**config.mk**
```make
export PLATFORM = sky130hd
export DESIGN_NAME = external_data_access_timing
export DESIGN_NICKNAME = d
export VERILOG_FILES = /design/src/logic/ext_access_pkg.sv /design/src/logic/external_data_access_timing.sv /design/src/logic/strobe_timer.sv
export VERILOG_INCLUDE_DIRS = /design/src /design/src/logic
export SDC_FILE = /design/constraint.sdc
export NUM_CORES = 1
export LEC_CHECK = 0
export BUFFER_PORTS_ARGS = -buffer_cell sky130_fd_sc_hd__buf_2
export CAP_MARGIN = 20
export CELL_PAD_IN_SITES_DETAIL_PLACEMENT = 1
export CELL_PAD_IN_SITES_GLOBAL_PLACEMENT = 1
export CORE_MARGIN = 10
export CORE_UTILIZATION = 45
export CTS_BUF_LIST = sky130_fd_sc_hd__clkbuf_4 sky130_fd_sc_hd__clkbuf_8 sky130_fd_sc_hd__clkbuf_16
export DETAILED_ROUTE_END_ITERATION = 16
export GPL_TIMING_DRIVEN = 1
export HOLD_SLACK_MARGIN = 0.05
export PLACE_DENSITY_LB_ADDON = 0.15
export SLEW_MARGIN = 20
export SYNTH_ARGS = -nofsm -noshare
export SYNTH_HDL_FRONTEND = slang
export SYNTH_SLANG_ARGS = --single-unit
```
**constraint.sdc**
```tcl
create_clock -name clock -period 4.8 [get_ports clock]
set_input_delay 0.48 -clock clock [delete_from_list [all_inputs] [get_ports clock]]
set_output_delay 0.48 -clock clock [all_outputs]
set_load 0.01 [all_outputs]
```
**src/logic/ext_access_cfg.svh**
```systemverilog
`ifndef EXT_ACCESS_CFG_SVH
`define EXT_ACCESS_CFG_SVH

// register indices, byte address is four times the index
`define PTR_SEL_IDX      10'h086
`define CLK_CTRL_IDX     10'h08E
`define CMD_IDX          10'h0A0
`define DP0_IDX          10'h0A1
`define DP1_IDX          10'h0A2
`define INDEX_IDX        10'h0A3
`define PORT2_IDX        10'h0A4
`define WDATA_IDX        10'h0A5
`define RDATA_IDX        10'h0A6
`define STATUS_IDX       10'h0A7
`define PTR_INC_IDX      10'h0A8

// field positions
`define SEL_BIT          0
`define STRETCH_MSB      2
`define STRETCH_LSB      0
`define CMD_CYC_MSB      2
`define CMD_CYC_LSB      0
`define CMD_KIND_MSB     4
`define CMD_KIND_LSB     3
`define CMD_DIR_BIT      5

// instruction kinds
`define KIND_NORMAL      2'h0
`define KIND_MOVE_INDEX  2'h1
`define KIND_MOVE_PTR    2'h2

// reset values
`define STRETCH_RST      3'h1
`define DP_RST           16'h0000
`define BYTE_RST         8'h00

// timing counts, in clocks or machine cycles
`define MC_MIN           4'h1
`define MC_MAX           4'h5
`define MOVE_BASE_MC     4'h2
`define MC_SHIFT         2
`define STROBE_W_MIN     6'h02
`define STROBE_OFS_MIN   6'h01
`define STROBE_OFS       6'h02

`endif

```
**src/logic/ext_access_pkg.sv**
```systemverilog
`default_nettype none
package ext_access_pkg;

    // the four states of one machine cycle
    typedef enum logic [1:0] {
        first_state,
        second_state,
        third_state,
        fourth_state
    } mc_state_e;

    typedef logic [15:0] ext_addr_t;
    typedef logic [7:0]  byte_t;

endpackage : ext_access_pkg
`default_nettype wire

```
**src/logic/external_data_access_timing.sv**
```systemverilog
// Overview of operation
// every machine cycle lasts exactly four clock periods, one state each
// states run first, second, third, fourth, then repeat
// internal work is split across state edges; mapped onto rising edges here
// one opcode fetch per machine cycle for ordinary instructions
// single cycle instructions complete in one four clock machine cycle
// ordinary instructions take one to five machine cycles
// stretch 0 to 7 gives external moves of 2 to 9 machine cycles
// stretch value comes from bits 2-0 of clock control register
// read and write strobes lengthen with the stretch
// external move: normal fetch cycle, then address and access next cycle
// only external moves stretch; processor state held during extra cycles
// indexed move: low byte from index register, high byte from port 2 latch
// pointer move: full 16-bit address from selected data pointer
// pointer select bit is bit 0 of register at 86h
// other pointer select bits have no effect and read zero
// select 0 uses first data pointer, 1 uses second
// increment on pointer select register toggles the selection
// stretch resets to 1, giving three cycle external moves
// strobe widths 2,4,8,12,16,20,24,28 clocks for stretch 0 to 7
// external address stays stable through the whole access phase
// external memory must finish within the programmed strobe width
//
// Decided for this implementation: the APB slave port.
`timescale 1ns/1ps
`default_nettype none
`include "ext_access_cfg.svh"

module external_data_access_timing
    import ext_access_pkg::*;
#(
    parameter int ADDR_W = 12,
    parameter int CNT_W  = 6
) (
    input  wire logic              clock,
    input  wire logic              rst_n,
    input  wire logic [ADDR_W-1:0] paddr,
    input  wire logic              psel,
    input  wire logic              penable,
    input  wire logic              pwrite,
    input  wire logic [31:0]       pwdata,
    output var  logic [31:0]       prdata,
    output var  logic              pready,
    output var  logic              pslverr,
    output var  ext_addr_t         ext_addr,
    output var  byte_t             ext_wdata,
    output var  logic              ext_data_oe,
    input  wire byte_t             ext_rdata,
    output      logic              ext_rd_n,
    output      logic              ext_wr_n,
    output var  logic              opcode_fetch,
    output var  mc_state_e         machine_state,
    output var  logic              cpu_hold,
    output var  logic              busy
);

    // register file
    logic       ptr_sel_r;
    logic [2:0] stretch_r;
    ext_addr_t  dp0_r;
    ext_addr_t  dp1_r;
    byte_t      index_r;
    byte_t      port2_r;
    byte_t      wdata_r;
    byte_t      rdata_r;

    // instruction sequencer
    logic       pending_r;
    logic [1:0] kind_r;
    logic [1:0] pend_kind_r;
    logic       pend_dir_r;
    logic [3:0] pend_cyc_r;
    logic       dir_r;
    logic [3:0] cycles_r;
    logic [3:0] mc_idx_r;
    logic       pready_r;
    logic       pslverr_r;
    logic [31:0] prdata_r;
    logic        busy_r;

    // bus decode
    logic [9:0]  idx;
    logic        aligned;
    logic        mapped;
    logic        wr_ok;
    logic        rd_phase;
    logic        cmd_ok;
    logic [3:0]  cmd_cyc;
    logic [1:0]  cmd_kind;
    logic        is_move;
    logic        start_instr;
    logic        last_mc;
    logic        acc_start;
    logic        acc_running;
    logic [31:0] rd_word;

    assign pready  = pready_r;
    assign pslverr = pslverr_r;
    assign prdata  = prdata_r;
    assign busy    = busy_r;

    // address decode shared by read and write
    always_comb begin
        idx      = paddr[ADDR_W-1:2];
        aligned  = (paddr[1:0] == 2'h0);
        mapped   = aligned && ((idx == `PTR_SEL_IDX) || (idx == `CLK_CTRL_IDX)
                   || ((idx >= `CMD_IDX) && (idx <= `PTR_INC_IDX)));
        wr_ok    = psel && penable && pready_r && pwrite && mapped;
        rd_phase = psel && penable && !pready_r;
        cmd_cyc  = {1'b0, pwdata[`CMD_CYC_MSB:`CMD_CYC_LSB]};
        cmd_kind = pwdata[`CMD_KIND_MSB:`CMD_KIND_LSB];
        cmd_ok   = !busy_r && !pending_r && ((cmd_kind == `KIND_MOVE_INDEX) || (cmd_kind == `KIND_MOVE_PTR)
                   || ((cmd_kind == `KIND_NORMAL) && (cmd_cyc >= `MC_MIN) && (cmd_cyc <= `MC_MAX)));
        is_move  = (kind_r == `KIND_MOVE_INDEX) || (kind_r == `KIND_MOVE_PTR);
    end

    // read mux, unused bits read zero
    always_comb begin
        rd_word = 32'h0000_0000;
        case (idx)
            `PTR_SEL_IDX:  rd_word = {31'h0000_0000, ptr_sel_r};
            `CLK_CTRL_IDX: rd_word = {29'h0000_0000, stretch_r};
            `CMD_IDX:      rd_word = {26'h000_0000, pend_dir_r, pend_kind_r, pend_cyc_r[2:0]};
            `DP0_IDX:      rd_word = {16'h0000, dp0_r};
            `DP1_IDX:      rd_word = {16'h0000, dp1_r};
            `INDEX_IDX:    rd_word = {24'h00_0000, index_r};
            `PORT2_IDX:    rd_word = {24'h00_0000, port2_r};
            `WDATA_IDX:    rd_word = {24'h00_0000, wdata_r};
            `RDATA_IDX:    rd_word = {24'h00_0000, rdata_r};
            `STATUS_IDX:   rd_word = {22'h00_0000, pending_r, busy_r, cpu_hold, mc_idx_r, machine_state, acc_running};
            default:       rd_word = 32'h0000_0000;
        endcase
    end

    // apb handshake: one wait state, answer on second access cycle
    always_ff @(posedge clock) begin
        if (!rst_n) begin
            pready_r  <= 1'b0;
            pslverr_r <= 1'b0;
            prdata_r  <= 32'h0000_0000;
        end else begin
            pready_r  <= rd_phase;
            pslverr_r <= rd_phase && !mapped;
            prdata_r  <= (rd_phase && !pwrite && mapped) ? rd_word : 32'h0000_0000;
        end
    end

    // pointer select bit: write stores bit 0, increment toggles it
    always_ff @(posedge clock) begin
        if (!rst_n) begin
            ptr_sel_r <= 1'b0;
        end else if (wr_ok && (idx == `PTR_SEL_IDX)) begin
            ptr_sel_r <= pwdata[`SEL_BIT];
        end else if (wr_ok && (idx == `PTR_INC_IDX)) begin
            ptr_sel_r <= !ptr_sel_r;
        end
    end

    // stretch field of clock control register
    always_ff @(posedge clock) begin
        if (!rst_n) begin
            stretch_r <= `STRETCH_RST;
        end else if (wr_ok && (idx == `CLK_CTRL_IDX)) begin
            stretch_r <= pwdata[`STRETCH_MSB:`STRETCH_LSB];
        end
    end

    // data pointers, index register, port 2 latch, write data
    always_ff @(posedge clock) begin
        if (!rst_n) begin
            dp0_r   <= `DP_RST;
            dp1_r   <= `DP_RST;
            index_r <= `BYTE_RST;
            port2_r <= `BYTE_RST;
            wdata_r <= `BYTE_RST;
        end else if (wr_ok) begin
            if (idx == `DP0_IDX) begin
                dp0_r <= pwdata[15:0];
            end
            if (idx == `DP1_IDX) begin
                dp1_r <= pwdata[15:0];
            end
            if (idx == `INDEX_IDX) begin
                index_r <= pwdata[7:0];
            end
            if (idx == `PORT2_IDX) begin
                port2_r <= pwdata[7:0];
            end
            if (idx == `WDATA_IDX) begin
                wdata_r <= pwdata[7:0];
            end
        end
    end

    // pending command, accepted only when the sequencer is free
    always_ff @(posedge clock) begin
        if (!rst_n) begin
            pending_r   <= 1'b0;
            pend_kind_r <= `KIND_NORMAL;
            pend_dir_r  <= 1'b0;
            pend_cyc_r  <= `MC_MIN;
        end else if (wr_ok && (idx == `CMD_IDX) && cmd_ok) begin
            pending_r   <= 1'b1;
            pend_kind_r <= cmd_kind;
            pend_dir_r  <= pwdata[`CMD_DIR_BIT];
            pend_cyc_r  <= cmd_cyc;
        end else if (start_instr) begin
            pending_r   <= 1'b0;
        end
    end

    // free running state counter, four clocks per machine cycle
    always_ff @(posedge clock) begin
        if (!rst_n) begin
            machine_state <= first_state;
        end else begin
            case (machine_state)
                first_state:  machine_state <= second_state;
                second_state: machine_state <= third_state;
                third_state:  machine_state <= fourth_state;
                fourth_state: machine_state <= first_state;
                default:      machine_state <= first_state;
            endcase
        end
    end

    // instruction boundaries fall on the fourth state
    always_comb begin
        start_instr = pending_r && !busy_r && (machine_state == fourth_state);
        last_mc     = busy_r && (machine_state == fourth_state) && (mc_idx_r == 4'(cycles_r - 4'h1));
        acc_start   = busy_r && is_move && (machine_state == fourth_state) && (mc_idx_r == 4'h0);
    end

    // machine cycle sequencer
    always_ff @(posedge clock) begin
        if (!rst_n) begin
            busy_r   <= 1'b0;
            kind_r   <= `KIND_NORMAL;
            dir_r    <= 1'b0;
            cycles_r <= `MC_MIN;
            mc_idx_r <= 4'h0;
        end else if (start_instr) begin
            busy_r   <= 1'b1;
            kind_r   <= pend_kind_r;
            dir_r    <= pend_dir_r;
            mc_idx_r <= 4'h0;
            if (pend_kind_r == `KIND_NORMAL) begin
                cycles_r <= pend_cyc_r;
            end else begin
                cycles_r <= 4'({1'b0, stretch_r} + `MOVE_BASE_MC);
            end
        end else if (last_mc) begin
            busy_r   <= 1'b0;
            mc_idx_r <= 4'h0;
        end else if (busy_r && (machine_state == fourth_state)) begin
            mc_idx_r <= 4'(mc_idx_r + 4'h1);
        end
    end

    // fetch pulse in the first state of each fetching machine cycle
    always_ff @(posedge clock) begin
        if (!rst_n) begin
            opcode_fetch <= 1'b0;
        end else begin
            opcode_fetch <= start_instr || (busy_r && !last_mc && !is_move
                            && (machine_state == fourth_state));
        end
    end

    // hold flag through the cycles added by stretching
    always_ff @(posedge clock) begin
        if (!rst_n) begin
            cpu_hold <= 1'b0;
        end else if (machine_state == fourth_state) begin
            cpu_hold <= busy_r && !last_mc && is_move && (mc_idx_r >= 4'h1);
        end
    end

    // external address and write data, latched for the whole access
    always_ff @(posedge clock) begin
        if (!rst_n) begin
            ext_addr    <= `DP_RST;
            ext_wdata   <= `BYTE_RST;
            ext_data_oe <= 1'b0;
        end else if (acc_start) begin
            if (kind_r == `KIND_MOVE_INDEX) begin
                ext_addr <= {port2_r, index_r};
            end else begin
                ext_addr <= ptr_sel_r ? dp1_r : dp0_r; // see R13
            end
            ext_wdata   <= wdata_r;
            ext_data_oe <= dir_r;
        end else if (last_mc) begin
            ext_data_oe <= 1'b0; // address itself is kept
        end
    end

    // read data sampled on every strobe clock, last one wins
    always_ff @(posedge clock) begin
        if (!rst_n) begin
            rdata_r <= `BYTE_RST;
        end else if (!ext_rd_n) begin
            rdata_r <= ext_rdata;
        end
    end

    // strobe generator for the access phase
    strobe_timer #(
        .CNT_W (CNT_W)
    ) u_strobe (
        .clock     (clock),
        .rst_n     (rst_n),
        .start     (acc_start),
        .write_dir (dir_r),
        .stretch   (3'(cycles_r - `MOVE_BASE_MC)), // stretch as latched at instruction start
        .rd_n_r    (ext_rd_n),
        .wr_n_r    (ext_wr_n),
        .running_r (acc_running)
    );

endmodule : external_data_access_timing
`default_nettype wire

```
**src/logic/strobe_timer.sv**
```systemverilog
`timescale 1ns/1ps
`default_nettype none
`include "ext_access_cfg.svh"

module strobe_timer #(
    parameter int CNT_W = 6
) (
    input  wire logic       clock,
    input  wire logic       rst_n,
    input  wire logic       start,
    input  wire logic       write_dir,
    input  wire logic [2:0] stretch,
    output var  logic       rd_n_r,
    output var  logic       wr_n_r,
    output var  logic       running_r
);

    logic [CNT_W-1:0] cnt_r;
    logic [2:0]       stretch_r;
    logic             dir_r;
    logic [CNT_W-1:0] next_k;
    logic [2:0]       s_use;
    logic             running_nxt;
    logic             window;

    // clocks in the access phase: one per state of each access machine cycle
    function automatic logic [CNT_W-1:0] acc_clocks(input logic [2:0] s);
        acc_clocks = CNT_W'(({{(CNT_W-3){1'b0}}, s} + CNT_W'(1)) << `MC_SHIFT);
    endfunction : acc_clocks

    // strobe width 2 for no stretch, else four clocks per stretch step
    function automatic logic [CNT_W-1:0] strobe_width(input logic [2:0] s);
        strobe_width = (s == 3'h0) ? `STROBE_W_MIN : CNT_W'({{(CNT_W-3){1'b0}}, s} << `MC_SHIFT);
    endfunction : strobe_width

    function automatic logic [CNT_W-1:0] strobe_start(input logic [2:0] s);
        strobe_start = (s == 3'h0) ? `STROBE_OFS_MIN : `STROBE_OFS;
    endfunction : strobe_start

    // next clock index within the access phase and its strobe window
    always_comb begin
        s_use       = start ? stretch : stretch_r;
        next_k      = start ? '0 : CNT_W'(cnt_r + CNT_W'(1));
        running_nxt = start | (running_r && (cnt_r != CNT_W'(acc_clocks(stretch_r) - CNT_W'(1))));
        window      = running_nxt && (next_k >= strobe_start(s_use))
                      && (next_k < CNT_W'(strobe_start(s_use) + strobe_width(s_use)));
    end

    // access phase counter
    always_ff @(posedge clock) begin
        if (!rst_n) begin
            cnt_r     <= '0;
            running_r <= 1'b0;
            stretch_r <= `STRETCH_RST;
            dir_r     <= 1'b0;
        end else begin
            cnt_r     <= next_k;
            running_r <= running_nxt;
            if (start) begin
                stretch_r <= stretch;
                dir_r     <= write_dir;
            end
        end
    end

    // active low strobes
    always_ff @(posedge clock) begin
        if (!rst_n) begin
            rd_n_r <= 1'b1;
            wr_n_r <= 1'b1;
        end else begin
            rd_n_r <= !(window && !(start ? write_dir : dir_r));
            wr_n_r <= !(window && (start ? write_dir : dir_r));
        end
    end

endmodule : strobe_timer
`default_nettype wire

```
# Yosys cells after proc, flatten, opt, wreduce, memory -nomap -nowiden
# Cells that the tools add are included.
# totals
in_bits,57
output_inout_bits,66
word_cells,156
ff_bits,163
# classes
n_mux,17
bitwise,2
n_addsub,8
reduce_logical,70
eq_ne,20
magnitude_cmp,7
# op_table
cell,n
16-bit one-hot mux with 10 select lines,1
"10-bit by 8-bit equality test with 1-bit output, second input constant",11
1-bit logical AND,36
16-bit 2-to-1 mux,2
2-bit AND reduction,6
1-bit zero test,11
"10-bit by 8-bit >= comparator with 1-bit output, second input constant",1
"10-bit by 8-bit <= comparator with 1-bit output, second input constant",1
"2-bit equality test, second input constant",4
2-bit zero test,4
1-bit 2-to-1 mux,8
2-bit one-hot mux with 4 select lines,1
2-bit nonzero test,4
"6-bit by 1-bit adder with 6-bit output, second input constant",1
6-bit adder,1
"2-bit by 1-bit equality test with 1-bit output, second input constant",3
6-bit >= comparator,1
1-bit logical OR,6
6-bit less-than comparator,1
6-bit 2-to-1 mux,1
6-bit inequality test,1
"6-bit by 1-bit subtractor with 6-bit output, second input constant",1
5-bit 2-to-1 mux,1
"3-bit by 1-bit adder with 4-bit output, second input constant",1
other kinds (16),16

# Longest topological paths before layout
# logic_depth
word_depth,13
depth_mapped,14
depth_no_buf,13

# By module
# Synthesis repeated with hierarchy kept, for this count alone.
# unflattened
cells_unflattened,878
hier_area_um2,7358.3
# modules_own_cells
module,instances,cells_each,area_each_um2,seq_area_each_um2
external_data_access_timing,1,796,6568.8,2682.6
strobe_timer,1,82,789.5,260.2

# Least setup slack after synthesis
# No wires, ideal clock.
# synth_path
kind,register to register
from,register mc_idx_r[0]
to,register u_strobe.rd_n_r
n_path_buf,3
stages_incl_launch_ff,14
synth_period_minus_slack_ns,2.837
t_arrival_ns,2.704
setup_ns,0.134
required_time_ns,4.666
slack_ns,1.963
path_cell_list,dfxtp_1 inv_1 ha_1 or3b_2 or3_1 clkbuf_1 buf_1 clkbuf_1 and2_1 ha_1 a21oi_1 nor2_1 o22a_1 nand4b_1
# synth_between
word_cells_on_any_way,17
cone_classes,1 x add/sub; 2 x order compare; 5 x mux; 1 x bitwise; 8 x reduce/logical
# synth_rtl
item,line,text
from (decl),external_data_access_timing.sv:75,logic [3:0] mc_idx_r;
from (signal assigned),external_data_access_timing.sv:256,mc_idx_r <= 4'(mc_idx_r + 4'h1);
4-bit zero test *,external_data_access_timing.sv:231,acc_start = busy_r && is_move && (machine_state == fourth_state) && (mc_idx_r == 4'h0);
1-bit logical AND *,external_data_access_timing.sv:231,
6-bit 2-to-1 mux *,strobe_timer.sv:43,next_k = start ? '0 : CNT_W'(cnt_r + CNT_W'(1));
net u_strobe.next_k[1],strobe_timer.sv:21,logic [CNT_W-1:0] next_k;
6-bit >= comparator,strobe_timer.sv:45,window = running_nxt && (next_k >= strobe_start(s_use))
1-bit logical AND,strobe_timer.sv:45,
1-bit logical AND *,strobe_timer.sv:46,&& (next_k < CNT_W'(strobe_start(s_use) + strobe_width(s_use)));
1-bit logical AND *,strobe_timer.sv:72,rd_n_r <= !(window && !(start ? write_dir : dir_r));
1-bit zero test *,strobe_timer.sv:72,
to (signal assigned),strobe_timer.sv:72,
to (decl),strobe_timer.sv:13,"output var logic rd_n_r,"
# Mark *: on every way through the listed nets, which the timed path passes. The rest lies on a longest branch.
# A chain may end at the register's enable or synchronous reset.

# Final worst setup path
# layout_path
from,register mc_idx_r[1]
to,register u_strobe.rd_n_r
# layout_between
elab_chain_len,10
word_cells_on_any_way,17
cone_classes,1 x add/sub; 2 x order compare; 5 x mux; 1 x bitwise; 8 x reduce/logical
# layout_rtl
item,line
4-bit zero test *,external_data_access_timing.sv:231
1-bit logical AND *,external_data_access_timing.sv:231
3-bit 2-to-1 mux,-
3-bit zero test,"strobe_timer.sv:33, strobe_timer.sv:37"
2-bit 2-to-1 mux (no source line) / 5-bit 2-to-1 mux (equally long branches),-
6-bit adder / 6-bit >= comparator (equally long branches),"strobe_timer.sv:46, strobe_timer.sv:45"
6-bit less-than comparator / 1-bit logical AND (equally long branches),"strobe_timer.sv:46, strobe_timer.sv:45"
1-bit logical AND,strobe_timer.sv:46
1-bit logical AND *,strobe_timer.sv:72
1-bit zero test *,strobe_timer.sv:72
# Every way passes the cells marked *; elsewhere a longest branch is shown, timed or not.

==> impl_metrics.toml <==
[worst_setup_path]
cp_data_required_time_ps = 5150
crit_type = "register to register"
endpoint_kind = "register"
start_kind = "register"
cp.arrival_ps = 3460
r2r_start = "mc_idx_r[1]"
setup.worst_path.start = "mc_idx_r[1]"
path_max_fanout = 6

[hold_path]
hp-class = "primary input to register"
worstHoldStart = "pwdata[13]"

[floorplan]
coreArea_um2 = 15830
die-width_um = 147.0
fp-row-count = 46
die_area_um2 = 21620
io_pins = 123
die_y_um = 147.0
start_util_pct = 45.88

[routing]
post-route-drc-count = 0
avgRoutedWirePerCell_um = 20.82
viasPerCell = 5.525
drt_iter0_drc = 318
firstDrtPassIters = 5
wl_mm = 23.63
vias = 6271
ant_nets = 0

[cells_and_area]
drive_gt1_share_pct = 16.97
nets = 983
area_growth_pct = 15.47
n_fill_cell = 1906
antenna_cells = 0
final_cells = 1135

[clock_network]
numCtsBuffers = 17
cts-root-buf = "clkbuf_16"
cts.sinks = 147
clk_path_buf_depth = 2
clk_pin_slew_ps = 60
hold_buffers = 0
postCtsSetupBuffers = 0
cts.htree.levels = 4
clk_latency_ps = 420
cts_tree = "yes"
cts-resized-gates = 0

[synth]
synthAdderAreaFrac_pct = 3.446
syn-instance-count = 846
synth_compound_area_share_pct = 15.66
synth_mux_area_share_pct = 10.39
synth_top_family_by_area = "simple AND/OR/NAND/NOR gates"
synth_warnings = 0
synth_xor_area_share_pct = 2.171
synth_edf_count = 0
ys_seq_elements = 147
syn_area_per_cell_um2 = 8.584
yosysUniqueCellTypes = 55
synth-simple-area-share_pct = 22.35
synth.yosys.seq_area_share_pct = 40.52
synth_area_um2 = 7262
synth_flop_cell = "dfxtp_1"
ys_async_sr_fraction_pct = 0

[sta]
finalSetupViolCount = 0
rsz0062_at_grt = "no"
period_share_pct = 64.68
slew_viol_final = 0
min_period_ps = 3105
hold_violations = 0
clock_skew_ps = 7.466
hold-worst-slack_ps = 314.5
fmax_mhz = 322.1
tightest_slew_ps = 1059
setup_tns_ps = 0
max_slew_margin_pct = 29.40

[place]
dp.cells = 1103
port_buffers = 90
place.detailed.hpwl_mm = 17.22
place_congestion = 0.9201

[power]
leakage_nw = 3.266
fin_total_pwr_mw = 2.772
peakVddDrop_mv = 0.2539
powerDensity_nw_per_um2 = 330.5

[global_route]
grt_pass1_vias = 6769
grt_pass1_wl_mm = 37.43
grt_use_total_pct = 21.75
antenna_found_initial = 0
grt_max_degree = 103
gr-total-overflow = 0

[status]
outcome = "finished, final reports clean"

[run]
maxCapViolCount = 0
flip-flops by register name, summed over array words and instances (netlist names), 3 cells and up:
name,count
cycles_r,4
dp0_r,16
dp1_r,16
ext_addr,16
ext_wdata,8
index_r,8
mc_idx_r,4
pend_cyc_r,3
port2_r,8
prdata,16
rdata_r,8
stretch_r,3
u_strobe.cnt_r,6
u_strobe.stretch_r,3
wdata_r,8
layout make-up:
cell class	count	area [µm²]	area share, %
Clock inverter	9	127.6	1.522
Tap cell	216	270.3	3.223
Timing Repair Buffer	98	510.5	6.088
Sequential cell	147	2944	35.11
Clock buffer	23	483.0	5.759
Inverter	15	56.30	0.6714
Multi-Input combinational cell	627	3994	47.63
path summary, 6_finish.rpt:
check	end	slack (ps)	cells after the start
hold / removal	dp1_r[13]	310	3
setup / recovery	u_strobe.rd_n_r	1700	12
hold reg to reg	ext_wdata[7]	460	2
setup reg to reg	u_strobe.rd_n_r	1700	12
where the power goes:
| group | leakage (nW) | total (mW) | internal, mW | switching [mW] |
|---|---|---|---|---|
| clock network | 0.309 | 1.38 | 0.867 | 0.517 |
| logic | 1.77 | 0.147 | 0.0590 | 0.0880 |
| registers | 1.19 | 1.24 | 1.23 | 0.0122 |
| total | 3.27 | 2.77 | 2.15 | 0.617 |
logic make-up after synthesis:
| group | Yosys count |
|---|---|
| xor+xnor | 18 |
| simple gates | 334 |
| mux | 74 |
| buf+inv | 87 |
| compound gates | 165 |
| flops | 147 |
| fa+ha+maj | 20 |
| other cells | 1 |
Yosys cell counts, types with 8 or more instances:
| master | n | area (µm²) |
|---|---|---|
| a21boi_0 | 66 | 495.5 |
| a21oi_1 | 17 | 85.08 |
| a22oi_1 | 20 | 150.1 |
| a31oi_1 | 8 | 50.05 |
| buf_4 | 16 | 120.1 |
| clkbuf_1 | 47 | 176.4 |
| dfxtp_1 | 147 | 2943 |
| ha_1 | 20 | 250.2 |
| inv_1 | 15 | 56.30 |
| mux2_2 | 11 | 123.9 |
| mux2i_1 | 63 | 630.6 |
| nand2_1 | 176 | 660.6 |
| nand3_1 | 17 | 85.08 |
| nor2_1 | 39 | 146.4 |
| nor2b_1 | 40 | 250.2 |
| nor3_1 | 11 | 55.05 |
| o21ai_0 | 27 | 135.1 |
| xnor2_1 | 12 | 105.1 |
layout by cell type (no fill, tap or decap), types with 4 or more instances in the layout:
| master | Yosys | final |
|---|---|---|
| mux2i_1 | 63 | 63 |
| nor2_1 | 39 | 39 |
| nand3_1 | 17 | 17 |
| a21boi_1 | 4 | 4 |
| buf_2 | 5 | 90 |
| conb_1 | 1 | 16 |
| a22oi_1 | 20 | 20 |
| nor2b_1 | 40 | 40 |
| dfxtp_1 | 147 | 146 |
| clkbuf_4 | 0 | 4 |
| a21oi_1 | 17 | 17 |
| nand2_1 | 176 | 176 |
| ha_1 | 20 | 20 |
| or3_1 | 5 | 5 |
| xor2_1 | 6 | 6 |
| a21boi_0 | 66 | 66 |
| xnor2_1 | 12 | 12 |
| mux2_2 | 11 | 11 |
| nor3_1 | 11 | 10 |
| nand2b_1 | 6 | 6 |
| buf_4 | 16 | 8 |
| a31oi_1 | 8 | 8 |
| clkbuf_16 | 0 | 17 |
| and2_1 | 6 | 6 |
| and3_1 | 4 | 4 |
| nor4_1 | 6 | 6 |
| o21ai_0 | 27 | 27 |
| inv_1 | 15 | 15 |
| clkinv_2 | 0 | 4 |
per-stage QoR:
step                      util, %  cell area, µm²  worst slack, ps
after global placement      49.08            7767             1697
after global routing        52.98            8386             1493
final                       52.98            8386             1695
after floorplan                 -            7318             1963
after CTS                   52.98            8386             1692
after detailed placement    49.12            7775             1618
layer usage:
| layer | share of wire [%] | routed length (µm) | global-route usage [%] | vias to the layer above |
|---|---|---|---|---|
| met5 | 0 | 0 | 0 | - |
| met4 | 1.8 | 429 | 6.244 | 0 |
| met3 | 4.5 | 1055 | 5.313 | 25 |
| met2 | 52 | 12190 | 39.13 | 121 |
| met1 | 42 | 9956 | 24.93 | 3132 |
| li1 | - | - | - | 2993 |
worst max-delay path, cell delays in order, from the launching register on:
cell and delay (ps):
dfxtp_1 410, inv_1 130, ha_1 150, or3b_2 500, or3_1 430, mux2i_1 290
and3_1 240, ha_1 230, nand2b_1 130, a21oi_1 150, nor2_1 60, o22a_1 210
nand4b_1 110
No activity file was read; power rests on OpenSTA's default activity.
